<file path="config.mk">
export PLATFORM = sky130hd
export DESIGN_NAME = pec_top
export DESIGN_NICKNAME = d
export VERILOG_FILES = /design/src/pec_pkg.sv /design/src/pec_top.sv /design/src/pec_edge_detect.sv /design/src/pec_flag_bank.sv
export VERILOG_INCLUDE_DIRS = /design/src /design/src/src
export SDC_FILE = /design/constraint.sdc
export NUM_CORES = 1
export LEC_CHECK = 0
export ABC_AREA = 0
export BUFFER_PORTS_ARGS = -buffer_cell sky130_fd_sc_hd__buf_2
export CAP_MARGIN = 40
export CORE_AREA = 2 2 66 68
export DETAILED_ROUTE_END_ITERATION = 12
export DIE_AREA = 0 0 68 70
export PLACE_DENSITY_LB_ADDON = 0.3
export REMOVE_ABC_BUFFERS = 1
export SYNTH_ARGS = -nofsm -noshare
export SYNTH_HDL_FRONTEND = slang
export SYNTH_SLANG_ARGS = --single-unit
export TNS_END_PERCENT = 5
</file>
<file path="constraint.sdc">
create_clock -name ref_clk -period 1.8 [get_ports ref_clk]
set_input_delay 0.18 -clock ref_clk [delete_from_list [all_inputs] [get_ports ref_clk]]
set_output_delay 0.18 -clock ref_clk [all_outputs]
set_load 0.02 [all_outputs]
</file>
<file path="src/pec_params.svh">
// constants for the port edge change interrupt block
// Notes on behaviour
// - The core wake request rises on a change sequence only while the master enable is set.
// - An edge seen in sleep is already stored in the flag register when the wake request rises.
// - The rising enable register holds one arming bit per pin in bits five to zero.
// - The falling enable register holds one arming bit per pin in bits five to zero.
// - A pin flag is set by a rising edge with its rising enable or a falling edge with its falling enable.
// - Writing zero to a flag bit clears it and it stays zero until another enabled edge.
// - Bits seven and six of the three change registers are unimplemented and read zero.
// - The aggregate flag is the OR of all pin flags.
// - Edge detection and flag setting go on while the master enable is clear.
// - An edge arriving during a clearing write leaves its flag set whatever is written.
`ifndef PEC_PARAMS_SVH
`define PEC_PARAMS_SVH
`define PEC_NPINS        6
`define PEC_ADDR_W       3
`define PEC_OFF_RISE     3'h0
`define PEC_OFF_FALL     3'h1
`define PEC_OFF_FLAGS    3'h2
`define PEC_OFF_CTRL     3'h3
`define PEC_OFF_IRQ_STAT 3'h4
`define PEC_OFF_IRQ_MASK 3'h5
`define PEC_CTRL_MEN_BIT 0
`define PEC_CTRL_AGG_BIT 1
`define PEC_RST_BYTE     8'h00
`define PEC_RST_PINS     6'h00
`endif

</file>
<file path="src/pec_pkg.sv">
// types for the port edge change interrupt block
`default_nettype none
package pec_pkg;
   typedef logic [5:0] pec_pins_t;
   typedef logic [7:0] pec_byte_t;
endpackage : pec_pkg
`default_nettype wire

</file>
<file path="src/pec_top.sv">
// port edge change interrupt block with register port
`timescale 1ns/1ps
`default_nettype none
`include "pec_params.svh"
module pec_top (
   input  wire logic                     ref_clk,
   input  wire logic                     rst_n,
   input  wire pec_pkg::pec_pins_t       port_pin_input,
   input  wire logic [`PEC_ADDR_W-1:0]   reg_addr,
   input  wire pec_pkg::pec_byte_t       reg_wdata,
   input  wire logic                     reg_wr,
   input  wire logic                     reg_rd,
   output var  pec_pkg::pec_byte_t       reg_rdata,
   output var  logic                     change_irq,
   output var  logic                     wake_req,
   output var  logic                     change_aggregate_flag,
   output var  logic                     irq
);
   pec_pkg::pec_pins_t rising_edge_enable_q;
   pec_pkg::pec_pins_t falling_edge_enable_q;
   logic               change_master_enable_q;
   logic [1:0]         irq_stat_q;
   logic [1:0]         irq_mask_q;
   pec_pkg::pec_pins_t rise;
   pec_pkg::pec_pins_t fall;
   pec_pkg::pec_pins_t flags;
   pec_pkg::pec_pins_t hits;
   pec_pkg::pec_pins_t flags_next;
   logic               wr_flags;
   logic               agg_d;
   logic [1:0]         evt;
   logic [1:0]         stat_d;
   logic [1:0]         mask_d;

   function automatic logic hit(input logic [`PEC_ADDR_W-1:0] a,
                                input logic [`PEC_ADDR_W-1:0] off);
      hit = (a == off);
   endfunction : hit

   pec_edge_detect u_edge (
      .ref_clk (ref_clk),
      .rst_n   (rst_n),
      .pins    (port_pin_input),
      .rise    (rise),
      .fall    (fall)
   );

   assign wr_flags = reg_wr && hit(reg_addr, `PEC_OFF_FLAGS);

   pec_flag_bank u_flags (
      .ref_clk  (ref_clk),
      .rst_n    (rst_n),
      .rise     (rise),
      .fall     (fall),
      .rise_en  (rising_edge_enable_q),
      .fall_en  (falling_edge_enable_q),
      .wr_flags (wr_flags),
      .wr_data  (reg_wdata[5:0]),
      .flags    (flags),
      .hits     (hits)
   );

   // enable registers
   always_ff @(posedge ref_clk or negedge rst_n) begin
      if (!rst_n) begin
         rising_edge_enable_q  <= `PEC_RST_PINS;
         falling_edge_enable_q <= `PEC_RST_PINS;
         change_master_enable_q <= 1'b0;
         irq_mask_q            <= 2'h0;
      end else if (reg_wr) begin
         if (hit(reg_addr, `PEC_OFF_RISE)) begin
            rising_edge_enable_q <= reg_wdata[5:0];
         end else if (hit(reg_addr, `PEC_OFF_FALL)) begin
            falling_edge_enable_q <= reg_wdata[5:0];
         end else if (hit(reg_addr, `PEC_OFF_CTRL)) begin
            change_master_enable_q <= reg_wdata[`PEC_CTRL_MEN_BIT];
         end else if (hit(reg_addr, `PEC_OFF_IRQ_MASK)) begin
            irq_mask_q <= reg_wdata[1:0];
         end
      end
   end

   // next flag value, so outputs line up with the stored flags
   always_comb begin
      if (wr_flags) begin
         flags_next = reg_wdata[5:0] | hits;
      end else begin
         flags_next = flags | hits;
      end
      agg_d = |flags_next;
      evt   = {agg_d & ~(|flags), |hits};
      stat_d = irq_stat_q | evt;
      if (reg_wr && hit(reg_addr, `PEC_OFF_IRQ_STAT)) begin
         stat_d = (irq_stat_q & ~reg_wdata[1:0]) | evt;
      end
      mask_d = irq_mask_q;
      if (reg_wr && hit(reg_addr, `PEC_OFF_IRQ_MASK)) begin
         mask_d = reg_wdata[1:0];
      end
   end

   // interrupt, wake and aggregate outputs
   always_ff @(posedge ref_clk or negedge rst_n) begin
      if (!rst_n) begin
         change_aggregate_flag <= 1'b0;
         change_irq            <= 1'b0;
         wake_req              <= 1'b0;
         irq_stat_q            <= 2'h0;
         irq                   <= 1'b0;
      end else begin
         change_aggregate_flag <= agg_d;
         change_irq            <= agg_d && change_master_enable_q;
         wake_req              <= agg_d && change_master_enable_q;
         irq_stat_q            <= stat_d;
         irq                   <= |(stat_d & mask_d);
      end
   end

   // read port, data in the following cycle
   always_ff @(posedge ref_clk or negedge rst_n) begin
      if (!rst_n) begin
         reg_rdata <= `PEC_RST_BYTE;
      end else if (reg_rd) begin
         if (hit(reg_addr, `PEC_OFF_RISE)) begin
            reg_rdata <= {2'b00, rising_edge_enable_q};
         end else if (hit(reg_addr, `PEC_OFF_FALL)) begin
            reg_rdata <= {2'b00, falling_edge_enable_q};
         end else if (hit(reg_addr, `PEC_OFF_FLAGS)) begin
            reg_rdata <= {2'b00, flags};
         end else if (hit(reg_addr, `PEC_OFF_CTRL)) begin
            reg_rdata <= {6'h00, change_aggregate_flag, change_master_enable_q};
         end else if (hit(reg_addr, `PEC_OFF_IRQ_STAT)) begin
            reg_rdata <= {6'h00, irq_stat_q};
         end else if (hit(reg_addr, `PEC_OFF_IRQ_MASK)) begin
            reg_rdata <= {6'h00, irq_mask_q};
         end else begin
            reg_rdata <= `PEC_RST_BYTE;
         end
      end else begin
         reg_rdata <= `PEC_RST_BYTE;
      end
   end
endmodule : pec_top
`default_nettype wire

</file>
<file path="src/pec_edge_detect.sv">
// pin synchroniser and edge finder
`timescale 1ns/1ps
`default_nettype none
`include "pec_params.svh"
module pec_edge_detect (
   input  wire logic               ref_clk,
   input  wire logic               rst_n,
   input  wire pec_pkg::pec_pins_t pins,
   output var  pec_pkg::pec_pins_t rise,
   output var  pec_pkg::pec_pins_t fall
);
   pec_pkg::pec_pins_t s1_q;
   pec_pkg::pec_pins_t s2_q;
   pec_pkg::pec_pins_t prev_q;
   logic [2:0]         fill_q;

   always_ff @(posedge ref_clk or negedge rst_n) begin
      if (!rst_n) begin
         s1_q   <= `PEC_RST_PINS;
         s2_q   <= `PEC_RST_PINS;
         prev_q <= `PEC_RST_PINS;
      end else begin
         s1_q   <= pins;
         s2_q   <= s1_q;
         prev_q <= s2_q;
      end
   end

   // no false edge while the pipe still holds reset values
   always_ff @(posedge ref_clk or negedge rst_n) begin
      if (!rst_n) begin
         fill_q <= 3'h0;
      end else begin
         fill_q <= {fill_q[1:0], 1'b1};
      end
   end

   always_comb begin
      rise = s2_q & ~prev_q & {6{fill_q[2]}};
      fall = ~s2_q & prev_q & {6{fill_q[2]}};
   end
endmodule : pec_edge_detect
`default_nettype wire

</file>
<file path="src/pec_flag_bank.sv">
// per pin sticky change flags
`timescale 1ns/1ps
`default_nettype none
`include "pec_params.svh"
module pec_flag_bank (
   input  wire logic               ref_clk,
   input  wire logic               rst_n,
   input  wire pec_pkg::pec_pins_t rise,
   input  wire pec_pkg::pec_pins_t fall,
   input  wire pec_pkg::pec_pins_t rise_en,
   input  wire pec_pkg::pec_pins_t fall_en,
   input  wire logic               wr_flags,
   input  wire pec_pkg::pec_pins_t wr_data,
   output var  pec_pkg::pec_pins_t flags,
   output var  pec_pkg::pec_pins_t hits
);
   pec_pkg::pec_pins_t flags_q;

   always_comb begin
      hits  = (rise & rise_en) | (fall & fall_en);
      flags = flags_q;
   end

   always_ff @(posedge ref_clk or negedge rst_n) begin
      if (!rst_n) begin
         flags_q <= `PEC_RST_PINS;
      end else if (wr_flags) begin
         flags_q <= wr_data | hits;
      end else begin
         flags_q <= flags_q | hits;
      end
   end
endmodule : pec_flag_bank
`default_nettype wire

</file>
==> results of run 1 <==
==> power by group through the flow <==
stage | Combinational, W | Clock, W | Sequential, W
after floorplan | 0.000202 | 0 | 0.00146
after global placement | 0.000366 | 0 | 0.00145
after detailed placement | 0.000377 | 0 | 0.00146
after CTS | 0.000389 | 0.000681 | 0.00144
after global routing | 0.000436 | 0.000729 | 0.00146
final | 0.000385 | 0.000659 | 0.00143
==> registers in the layout, summed over array words and instances (netlist names) <==
name                    cells
u_edge.s1_q                 6
u_edge.prev_q               6
u_edge.s2_q                 6
irq_mask_q                  2
falling_edge_enable_q       6
u_edge.fill_q               3
irq_stat_q                  2
irq                         1
reg_rdata                   6
change_master_enable_q      1
u_flags.flags               6
wake_req                    1
rising_edge_enable_q        6
change_aggregate_flag       1
==> cell families (layout without fill, tap and decap cells) <==
family	count (synthesis)	in the layout	synth area share (%)
mux	27	27	13.3
flops	53	53	61.8
simple gates	57	57	16.4
other cells	2	3	0.350
buf+inv	10	57	2.39
compound gates	20	20	5.77
==> final timing paths <==
path / start / to / slack, ns / cells after the start
max reg2reg: rising_edge_enable_q[5] / irq_stat_q[1] / 0.15 / 6
max: rising_edge_enable_q[5] / irq_stat_q[1] / 0.15 / 6
max in group asynchronous: rst_n / u_edge.s1_q[5] / 0.86 / 3
min: reg_wdata[3] / falling_edge_enable_q[3] / 0.12 / 2
min reg2reg: u_edge.s1_q[4] / u_edge.s2_q[4] / 0.36 / 0
min in group asynchronous: rst_n / change_master_enable_q / 0.51 / 3
==> per-layer routing <==
| layer | wire length (microns) | global-route usage, % | vias to the layer above |
|---|---|---|---|
| met4 | 114 | 10.4 | 0 |
| met5 | 0 | 0 | - |
| met3 | 235 | 5.31 | 11 |
| met1 | 1750 | 25.5 | 690 |
| met2 | 1830 | 28.8 | 51 |
| li1 | - | - | 689 |
==> cell usage in the layout (no fill, tap or decap), drive strengths merged <==
| master | n |
|---|---|
| mux2 | 13 |
| nor2b | 1 |
| a21oi | 4 |
| nand4 | 4 |
| o21ai | 10 |
| mux2i | 14 |
| and2b | 1 |
| or2 | 1 |
| nor4 | 3 |
| o211ai | 1 |
| dlygate4sd3 | 7 |
| conb | 3 |
| nand3 | 3 |
| a211oi | 2 |
| or3 | 1 |
| clkinv | 3 |
| nor4bb | 1 |
| clkbuf | 5 |
| nand4b | 2 |
| nand2b | 3 |
| and3b | 12 |
| nor2 | 14 |
| nand2 | 10 |
| o221a | 2 |
| nor3b | 1 |
| inv | 3 |
| o41ai | 1 |
| dfrtp | 53 |
| buf | 39 |
==> area by class of cell <==
class                      count  share of cell area (%)
timing repair buffer          46                    11.4
inverter                       3                   0.440
clock buffer                   5                    2.69
sequential                    53                    51.8
multi-input combinational    107                    30.2
clock inverter                 3                   0.880
tap                           52                    2.54
==> per-stage QoR <==
| step | setup WS, ns | hold slack (ns) | total power [W] | utilization, % | cell area (sq um) |
|---|---|---|---|---|---|
| 6_report | 0.151 | 0.118 | 0.00248 | 61.8 | 2560 |
| 5_1_grt | 0.0191 | 0.112 | 0.00262 | 61.8 | 2560 |
| 4_1_cts | 0.154 | 0.109 | 0.00251 | 61.8 | 2560 |
| 3_5_place_dp | -0.0550 | 0.289 | 0.00184 | 57.9 | 2400 |
| 3_3_place_gp | 0.0106 | 0.288 | 0.00182 | 57.9 | 2400 |
| 2_1_floorplan | -0.362 | -0.116 | 0.00166 | - | 2110 |
==> repair_timing <==
item,CTS,global route
hold buffers,7,0
setup endpoints to repair,0,1
gates resized for setup,0,1
buffers inserted,0,0
hold endpoints to repair,10,0
==> worst register-to-register path, stage by stage, from the launching register on <==
cell     delay [ns]
dfrtp_1        0.40
and3b_1        0.18
o21ai_0        0.26
nand2_1        0.14
nor4_2         0.32
buf_4          0.19
o21ai_1        0.07
==> results.cfg, run 1 <==
[floorplan]
rows = 24
die-area_sq_um = 4760
die_x_microns = 68
core_sq_um = 4140
start_util_pct = 51.8
die_h_microns = 70
num_io_pins = 33

[routing]
antenna_left = 0
post-route-drc-count = 0
drt_pass1_iterations = 4
routed_via_density = 5.36
num_vias = 1441
drt-initial-drc-count = 151
wire_per_inst_microns = 14.6
wirelength_microns = 3930

[global_route]
antenna_found_initial = 0
grt_pass1_vias = 1520
gr-total-overflow = 0
grt_util_all_layers_pct = 19.4
grt_max_degree = 54
grt_pass1_wl_microns = 6840

[synthesis]
ys_ff_latch = 53
synth_area_leaders = dfrtp_1 62%, mux2_1 6.8%, mux2i_1 6.5%, and3b_1 4.9%, nor2_1 2.4%
syn_area_sq_um = 2150
synth.most_common_cell = dfrtp_1
ys_async_sr_fraction_pct = 100
yosysUniqueCellTypes = 30
ys_seq_area_share_pct = 61.8
yosys.area.top_type = dfrtp_1
netlist_instances = 169
ys.flop_type = dfrtp_1
synth_warnings = 0
postSynthAreaPerCell_sq_um = 12.7
synth_common_cells = 53 x dfrtp_1, 14 x mux2i_1, 14 x nor2_1
yosys.area.top_type_share_pct = 61.8
synth_edf_count = 0

[layout]
fin_nets = 237
drive_above_1_share_pct = 23.0
diodes = 0
area_growth_pct = 19.2
multiInputGateArea_sq_um = 773
seqCellArea_sq_um = 1330
fill_cells = 348
fin_cells = 269

[power_and_ir_drop]
pwr-share-comb_pct = 15.5
power_frac_seq_pct = 57.9
max-vdd-ir-drop_mv = 0.583
intPower_w = 0.00179
p_leak_nw = 1.20
power_density_nw_per_um2 = 968
switching_share_pct = 27.7
power_frac_clock_pct = 26.6
p_sw_w = 0.000686

[setup_path]
cp_slowest_cell = dfrtp_1
criticalPathCategory = flop to flop
crit_path_max_incr_delay_ns = 0.40
path_cells = and3b_1, o21ai_0, nand2_1, nor4_2, buf_4, o21ai_1
worstPathMaxFanout = 3
path_buf_inv = 1
worst_setup_path_end_kind = flop
worst_setup_path_start_kind = flop
cp.arrival_ns = 1.85
crit_required_ns = 2.00
crit_family = simple AND/OR/NAND/NOR gates

[clock_network]
cts_made_buffers = 5
cts_max_path_buffers = 2
cts.htree.levels = 2
cts_root_buffer = clkbuf_8
cts_tree = built
cts_sinks = 53
clkTransAtPathRegs_ns = 0.10
worstSkewPairLatency_ns = 0.30

[sta]
slew_violations = 0
fin_tns_setup_ns = 0
relSlewSlack_pct = 57.3
worstMarginPinSlew_ns = 0.640
period_share_pct = 91.6
rsz0062_at_grt = false
period_minus_slack_ns = 1.65
skew_ns = 0.00822
setup_viol = 0
finalHoldViolCount = 0
fmax_mhz = 606

[placed_design]
routabilityCongestion = 0.801
dp_hpwl_microns = 2870
numPortBuffers = 28
placed_cells = 254

[status]
status = complete, no violations

[flow_run]
maxCapViolCount = 0

[min_path]
hold_class = input port to flop
Power figures use the tool's default switching activity.
==> run 2: changes to the inputs <==
--- a/config.mk
+++ b/config.mk
@@ -13,7 +13,6 @@
 export DETAILED_ROUTE_END_ITERATION = 12
 export DIE_AREA = 0 0 68 70
 export PLACE_DENSITY_LB_ADDON = 0.3
-export REMOVE_ABC_BUFFERS = 1
 export SYNTH_ARGS = -nofsm -noshare
 export SYNTH_HDL_FRONTEND = slang
 export SYNTH_SLANG_ARGS = --single-unit
==> run 2 against run 1 <==
Against the previous run:
- the run now ends with hold timing left
- combinational power hardly changed
- largest cell class unchanged
- die area did not move
- critical path type unchanged
- highest routed layer unchanged
- first-iteration DRC count down 17%
- via count is 0.69% lower
- power down 2.0%
- clock-buffer cell count did not move
- worst setup slack improved by 0.027 ns
==> results.cfg, run 2 (synthesis results as in run 1) <==
[layout]
fin_nets = 237
final_common_cell = dfrtp_1
fill_cells = 351
diodes = 0
postLayoutCoreUtil_pct = 61.3
area_growth_pct = 18.3
final_cell_mix = 53 x dfrtp_1, 28 x buf_2, 14 x mux2i_1, 14 x nor2_1, 13 x mux2_1
drive_above_1_share_pct = 22.8

[setup_path]
crit_required_ns = 2.00
worstRegToRegCells = 6
cp_slowest_cell = dfrtp_1
worst_setup_path_start_kind = flop
path_cells = and3b_1, o21ai_0, nand4_1, nor4_2, buf_4, o21ai_1
crit_path_max_incr_delay_ns = 0.40
r2r-start = rising_edge_enable_q[3]
worst_setup_path_end_kind = flop
cp.arrival_ns = 1.82
crit_start = rising_edge_enable_q[3]
worstPathMaxFanout = 3
criticalPathCategory = flop to flop

[status]
status = finished with violations
violations = hold timing

[power_and_ir_drop]
power_density_nw_per_um2 = 956
p_leak_nw = 1.19
power_frac_seq_pct = 59.2
p_sw_w = 0.000655
max-vdd-ir-drop_mv = 0.494
pwr-share-comb_pct = 15.9
switching_share_pct = 27.0
power_frac_clock_pct = 24.8
intPower_w = 0.00177

[global_route]
grt_pass1_wl_microns = 6950
gr-total-overflow = 0
grt_pass1_vias = 1533
antenna_found_initial = 0
grt_util_all_layers_pct = 19.4
grt_max_degree = 54

[routing]
antenna_left = 0
wirelength_microns = 4000
drt-initial-drc-count = 126
drt_pass1_iterations = 4
wire_per_inst_microns = 15.0
num_vias = 1431
post-route-drc-count = 0
routed_via_density = 5.36

[sta]
whs_ns = -0.0137
period_minus_slack_ns = 1.62
fmax_mhz = 617
relSlewSlack_pct = 55.5
finalHoldViolCount = 17
skew_ns = 0.00837
rsz0062_at_grt = false
slew_violations = 0
setup_viol = 0
period_share_pct = 90.1
worstMarginPinSlew_ns = 0.667

[clock_network]
worstSkewPairLatency_ns = 0.30
cts.htree.levels = 2
cts_max_path_buffers = 2
cts_root_buffer = clkbuf_8
cts_tree = built
clkTransAtPathRegs_ns = 0.09
cts_made_buffers = 5
cts_sinks = 53

[floorplan]
num_io_pins = 33
die_x_microns = 68
core_sq_um = 4140
die-area_sq_um = 4760
start_util_pct = 51.8
rows = 24
die_h_microns = 70

[min_path]
hold_class = input port to asynchronous set/reset pin

[flow_run]
maxCapViolCount = 0

[placed_design]
numPortBuffers = 28
dp_hpwl_microns = 2900
routabilityCongestion = 0.795
## run 2: what timing repair did
| item | in CTS | in global routing |
|---|---|---|
| setup endpoints to repair | 0 | 3 |
| hold buffers | 6 | 0 |
| gates resized for setup | 0 | 1 |
| buffers inserted | 0 | 0 |
| endpoints found under the hold margin | 6 | 0 |
## run 2: final timing paths
kind                                                 end  slack (ns)
min in group ref_clk            falling_edge_enable_q[4]        0.12
worst min-delay path              change_master_enable_q       -0.01
max in group asynchronous               u_edge.prev_q[0]        1.36
worst max-delay path                       irq_stat_q[1]        0.18
worst max register to register             irq_stat_q[1]        0.18
worst min register to register            u_edge.s2_q[2]        0.35
## run 2: worst max-delay path: cells and delay by family, from the launching register on
| kind | cells | cell delay [ns] |
|---|---|---|
| buffers and inverters | 1 | 0.18 |
| DFF | 1 | 0.40 |
| AOI/OAI and AO/OA | 2 | 0.32 |
| and+or+nand+nor | 3 | 0.61 |
## run 2: stage by stage
| stage | power [W] | setup WS, ns | cells | cell area, sq um | setup TNS (ns) |
|---|---|---|---|---|---|
| after floorplan | 0.00168 | 0.228 | 170 | 2150 | 0 |
| after global placement | 0.00182 | -0.00436 | 255 | 2410 | -0.00436 |
| after detailed placement | 0.00184 | -0.0683 | 255 | 2410 | -0.158 |
| after CTS | 0.00245 | 0.0965 | 267 | 2540 | 0 |
| after global routing | 0.00257 | 0.0430 | 267 | 2540 | 0 |
| final | 0.00243 | 0.178 | 267 | 2540 | 0 |
## run 2: power groups by stage
| stage | Combinational, W | Sequential [W] | Clock [W] |
|---|---|---|---|
| 2_1_floorplan | 0.000227 | 0.00145 | 0 |
| 5_1_grt | 0.000434 | 0.00146 | 0.000678 |
| 3_3_place_gp | 0.000368 | 0.00145 | 0 |
| 3_5_place_dp | 0.000380 | 0.00146 | 0 |
| 6_report | 0.000387 | 0.00144 | 0.000602 |
| 4_1_cts | 0.000391 | 0.00144 | 0.000622 |
## run 2: metal layers
metal  up-vias  GRT usage [%]  wire, microns
met4         0           5.11             46
met3         6           5.48            189
li1        685              -              -
met2        42           29.9           1930
met5         -              0              0
met1       698           26.8           1840
## run 2: area by class of cell
class | instances | area [sq um] | area share (%)
multi-input combinational | 107 | 773 | 30.4
tap | 52 | 65.1 | 2.56
sequential | 53 | 1330 | 52.2
clock buffer | 5 | 68.8 | 2.71
inverter | 3 | 11.3 | 0.443
clock inverter | 1 | 5.00 | 0.197
timing repair buffer | 46 | 290 | 11.4
==> run 3: changes to the inputs <==
--- a/config.mk
+++ b/config.mk
@@ -9,9 +9,9 @@
 export ABC_AREA = 0
 export BUFFER_PORTS_ARGS = -buffer_cell sky130_fd_sc_hd__buf_2
 export CAP_MARGIN = 40
-export CORE_AREA = 2 2 66 68
+export CORE_AREA = 2 2 77 79
 export DETAILED_ROUTE_END_ITERATION = 12
-export DIE_AREA = 0 0 68 70
+export DIE_AREA = 0 0 79 81
 export PLACE_DENSITY_LB_ADDON = 0.3
 export SYNTH_ARGS = -nofsm -noshare
 export SYNTH_HDL_FRONTEND = slang
==> run 3 against run 2 <==
Against the previous run:
- the flow now finishes without violations
- clock skew fell by 0.0017 ns
- combinational power barely moved
- sequential power barely moved
- cell area rose by 3.0%
- register-to-register slack got worse by 0.04 ns
- non-clock buffer count rose by 2
- hold slack improved by 0.14 ns
- worst setup slack got worse by 0.037 ns
==> results.cfg, run 3 (synthesis results as in run 1) <==
[routing]
drt-initial-drc-count = 86
routed_via_density = 4.87
drt_pass1_iterations = 4
num_vias = 1433
wirelength_microns = 4070
post-route-drc-count = 0
antenna_left = 0
wire_per_inst_microns = 13.8

[floorplan]
core_sq_um = 5680
start_util_pct = 37.8
rows = 28
die_x_microns = 79
die-area_sq_um = 6400
die_h_microns = 81
num_io_pins = 33

[placed_design]
numPortBuffers = 28
placed_area_sq_um = 2450
place_ws_ns = -0.0140
placed_cells = 279
routabilityCongestion = 0.814
dp_hpwl_microns = 2980

[sta]
fmax_mhz = 603
skew_ns = 0.00666
finalHoldViolCount = 0
rsz0062_at_grt = false
period_share_pct = 92.2
setup_viol = 0
period_minus_slack_ns = 1.66
worst_slack_ns = 0.141
fin_tns_setup_ns = 0
slew_violations = 0

[status]
status = complete, no violations

[layout]
final_area_sq_um = 2620
final_cell_mix = 53 x dfrtp_1, 28 x buf_2, 14 x mux2i_1, 14 x nor2_1, 13 x mux2_1
diodes = 0
area_growth_pct = 21.8
final_common_cell = dfrtp_1
drive_above_1_share_pct = 23.7
fin_cells = 294
fin_nets = 239

[clock_network]
clkTransAtPathRegs_ns = 0.09
worstSkewPairLatency_ns = 0.30
cts_made_buffers = 5
cts_max_path_buffers = 2
cts_root_buffer = clkbuf_8
cts_sinks = 53
cts_tree = built
cts.htree.levels = 2

[power_and_ir_drop]
p_leak_nw = 1.21
max-vdd-ir-drop_mv = 0.390
power.total_w = 0.00248
power_density_nw_per_um2 = 950

[setup_path]
worst_setup_path_start_kind = flop
crit_required_ns = 1.98
worst_setup_path_end_kind = flop
worstPathMaxFanout = 4
criticalPathCategory = flop to flop
r2r_slack_ns = 0.14
cp.arrival_ns = 1.84

[global_route]
antenna_found_initial = 0
grt_pass1_wl_microns = 6920
grt_pass1_vias = 1470
gr-total-overflow = 0
grt_util_all_layers_pct = 14.1
grt_max_degree = 54

[min_path]
hold_class = input port to flop

[flow_run]
maxCapViolCount = 0
## run 3: what timing repair did
item | 4_1_cts | 5_1_grt
hold buffers | 7 | 0
buffers inserted | 0 | 0
gates resized for setup | 0 | 0
endpoints found under the hold margin | 59 | 0
## run 3: power by group
part	leakage [nW]	internal [W]	switching, W
logic	0.545	0.000182	0.000206
clock network	0.0445	0.000276	0.000382
registers	0.622	0.00134	0.0000987
## run 3: final timing paths
kind / from / cells after the start / end
worst min register to register: u_edge.s1_q[1] / 0 / u_edge.s2_q[1]
min in group asynchronous: rst_n / 3 / reg_rdata[0]
max in group asynchronous: rst_n / 3 / u_flags.flags[5]
worst max register to register: rising_edge_enable_q[0] / 6 / irq
worst max-delay path: rising_edge_enable_q[0] / 6 / irq
worst min-delay path: reg_wdata[3] / 2 / falling_edge_enable_q[3]
## run 3: through the flow
stage / util [%] / hold WS, ns
2_1_floorplan: - / -0.116
3_3_place_gp: 43.3 / 0.196
3_5_place_dp: 43.3 / 0.195
4_1_cts: 46.1 / 0.120
5_1_grt: 46.1 / 0.117
6_report: 46.1 / 0.124
## run 3: layer usage
layer | part of all wire [%] | wire (microns) | up-vias | track usage (%)
met4 | 1.5 | 61 | 0 | 3.97
met1 | 46 | 1860 | 699 | 18.3
met5 | 0 | 0 | - | 0
li1 | - | - | 693 | -
met3 | 5.3 | 215 | 7 | 3.67
met2 | 47 | 1930 | 34 | 23.5
## run 3: area by class of cell
type	instances	area [sq um]
Fill cell	551	3060
Sequential cell	53	1330
Tap cell	75	93.8
Timing Repair Buffer	48	320
Multi-Input combinational cell	107	773
Clock buffer	5	68.8
Clock inverter	3	21.3
Inverter	3	11.3
## run 3: worst max-delay path: stages (launching register included)
cell and delay, ns:
dfrtp_1 0.41, and3b_1 0.18, o21ai_0 0.26, nand2_1 0.14, nor4_2 0.28, buf_4 0.18
o211ai_1 0.09
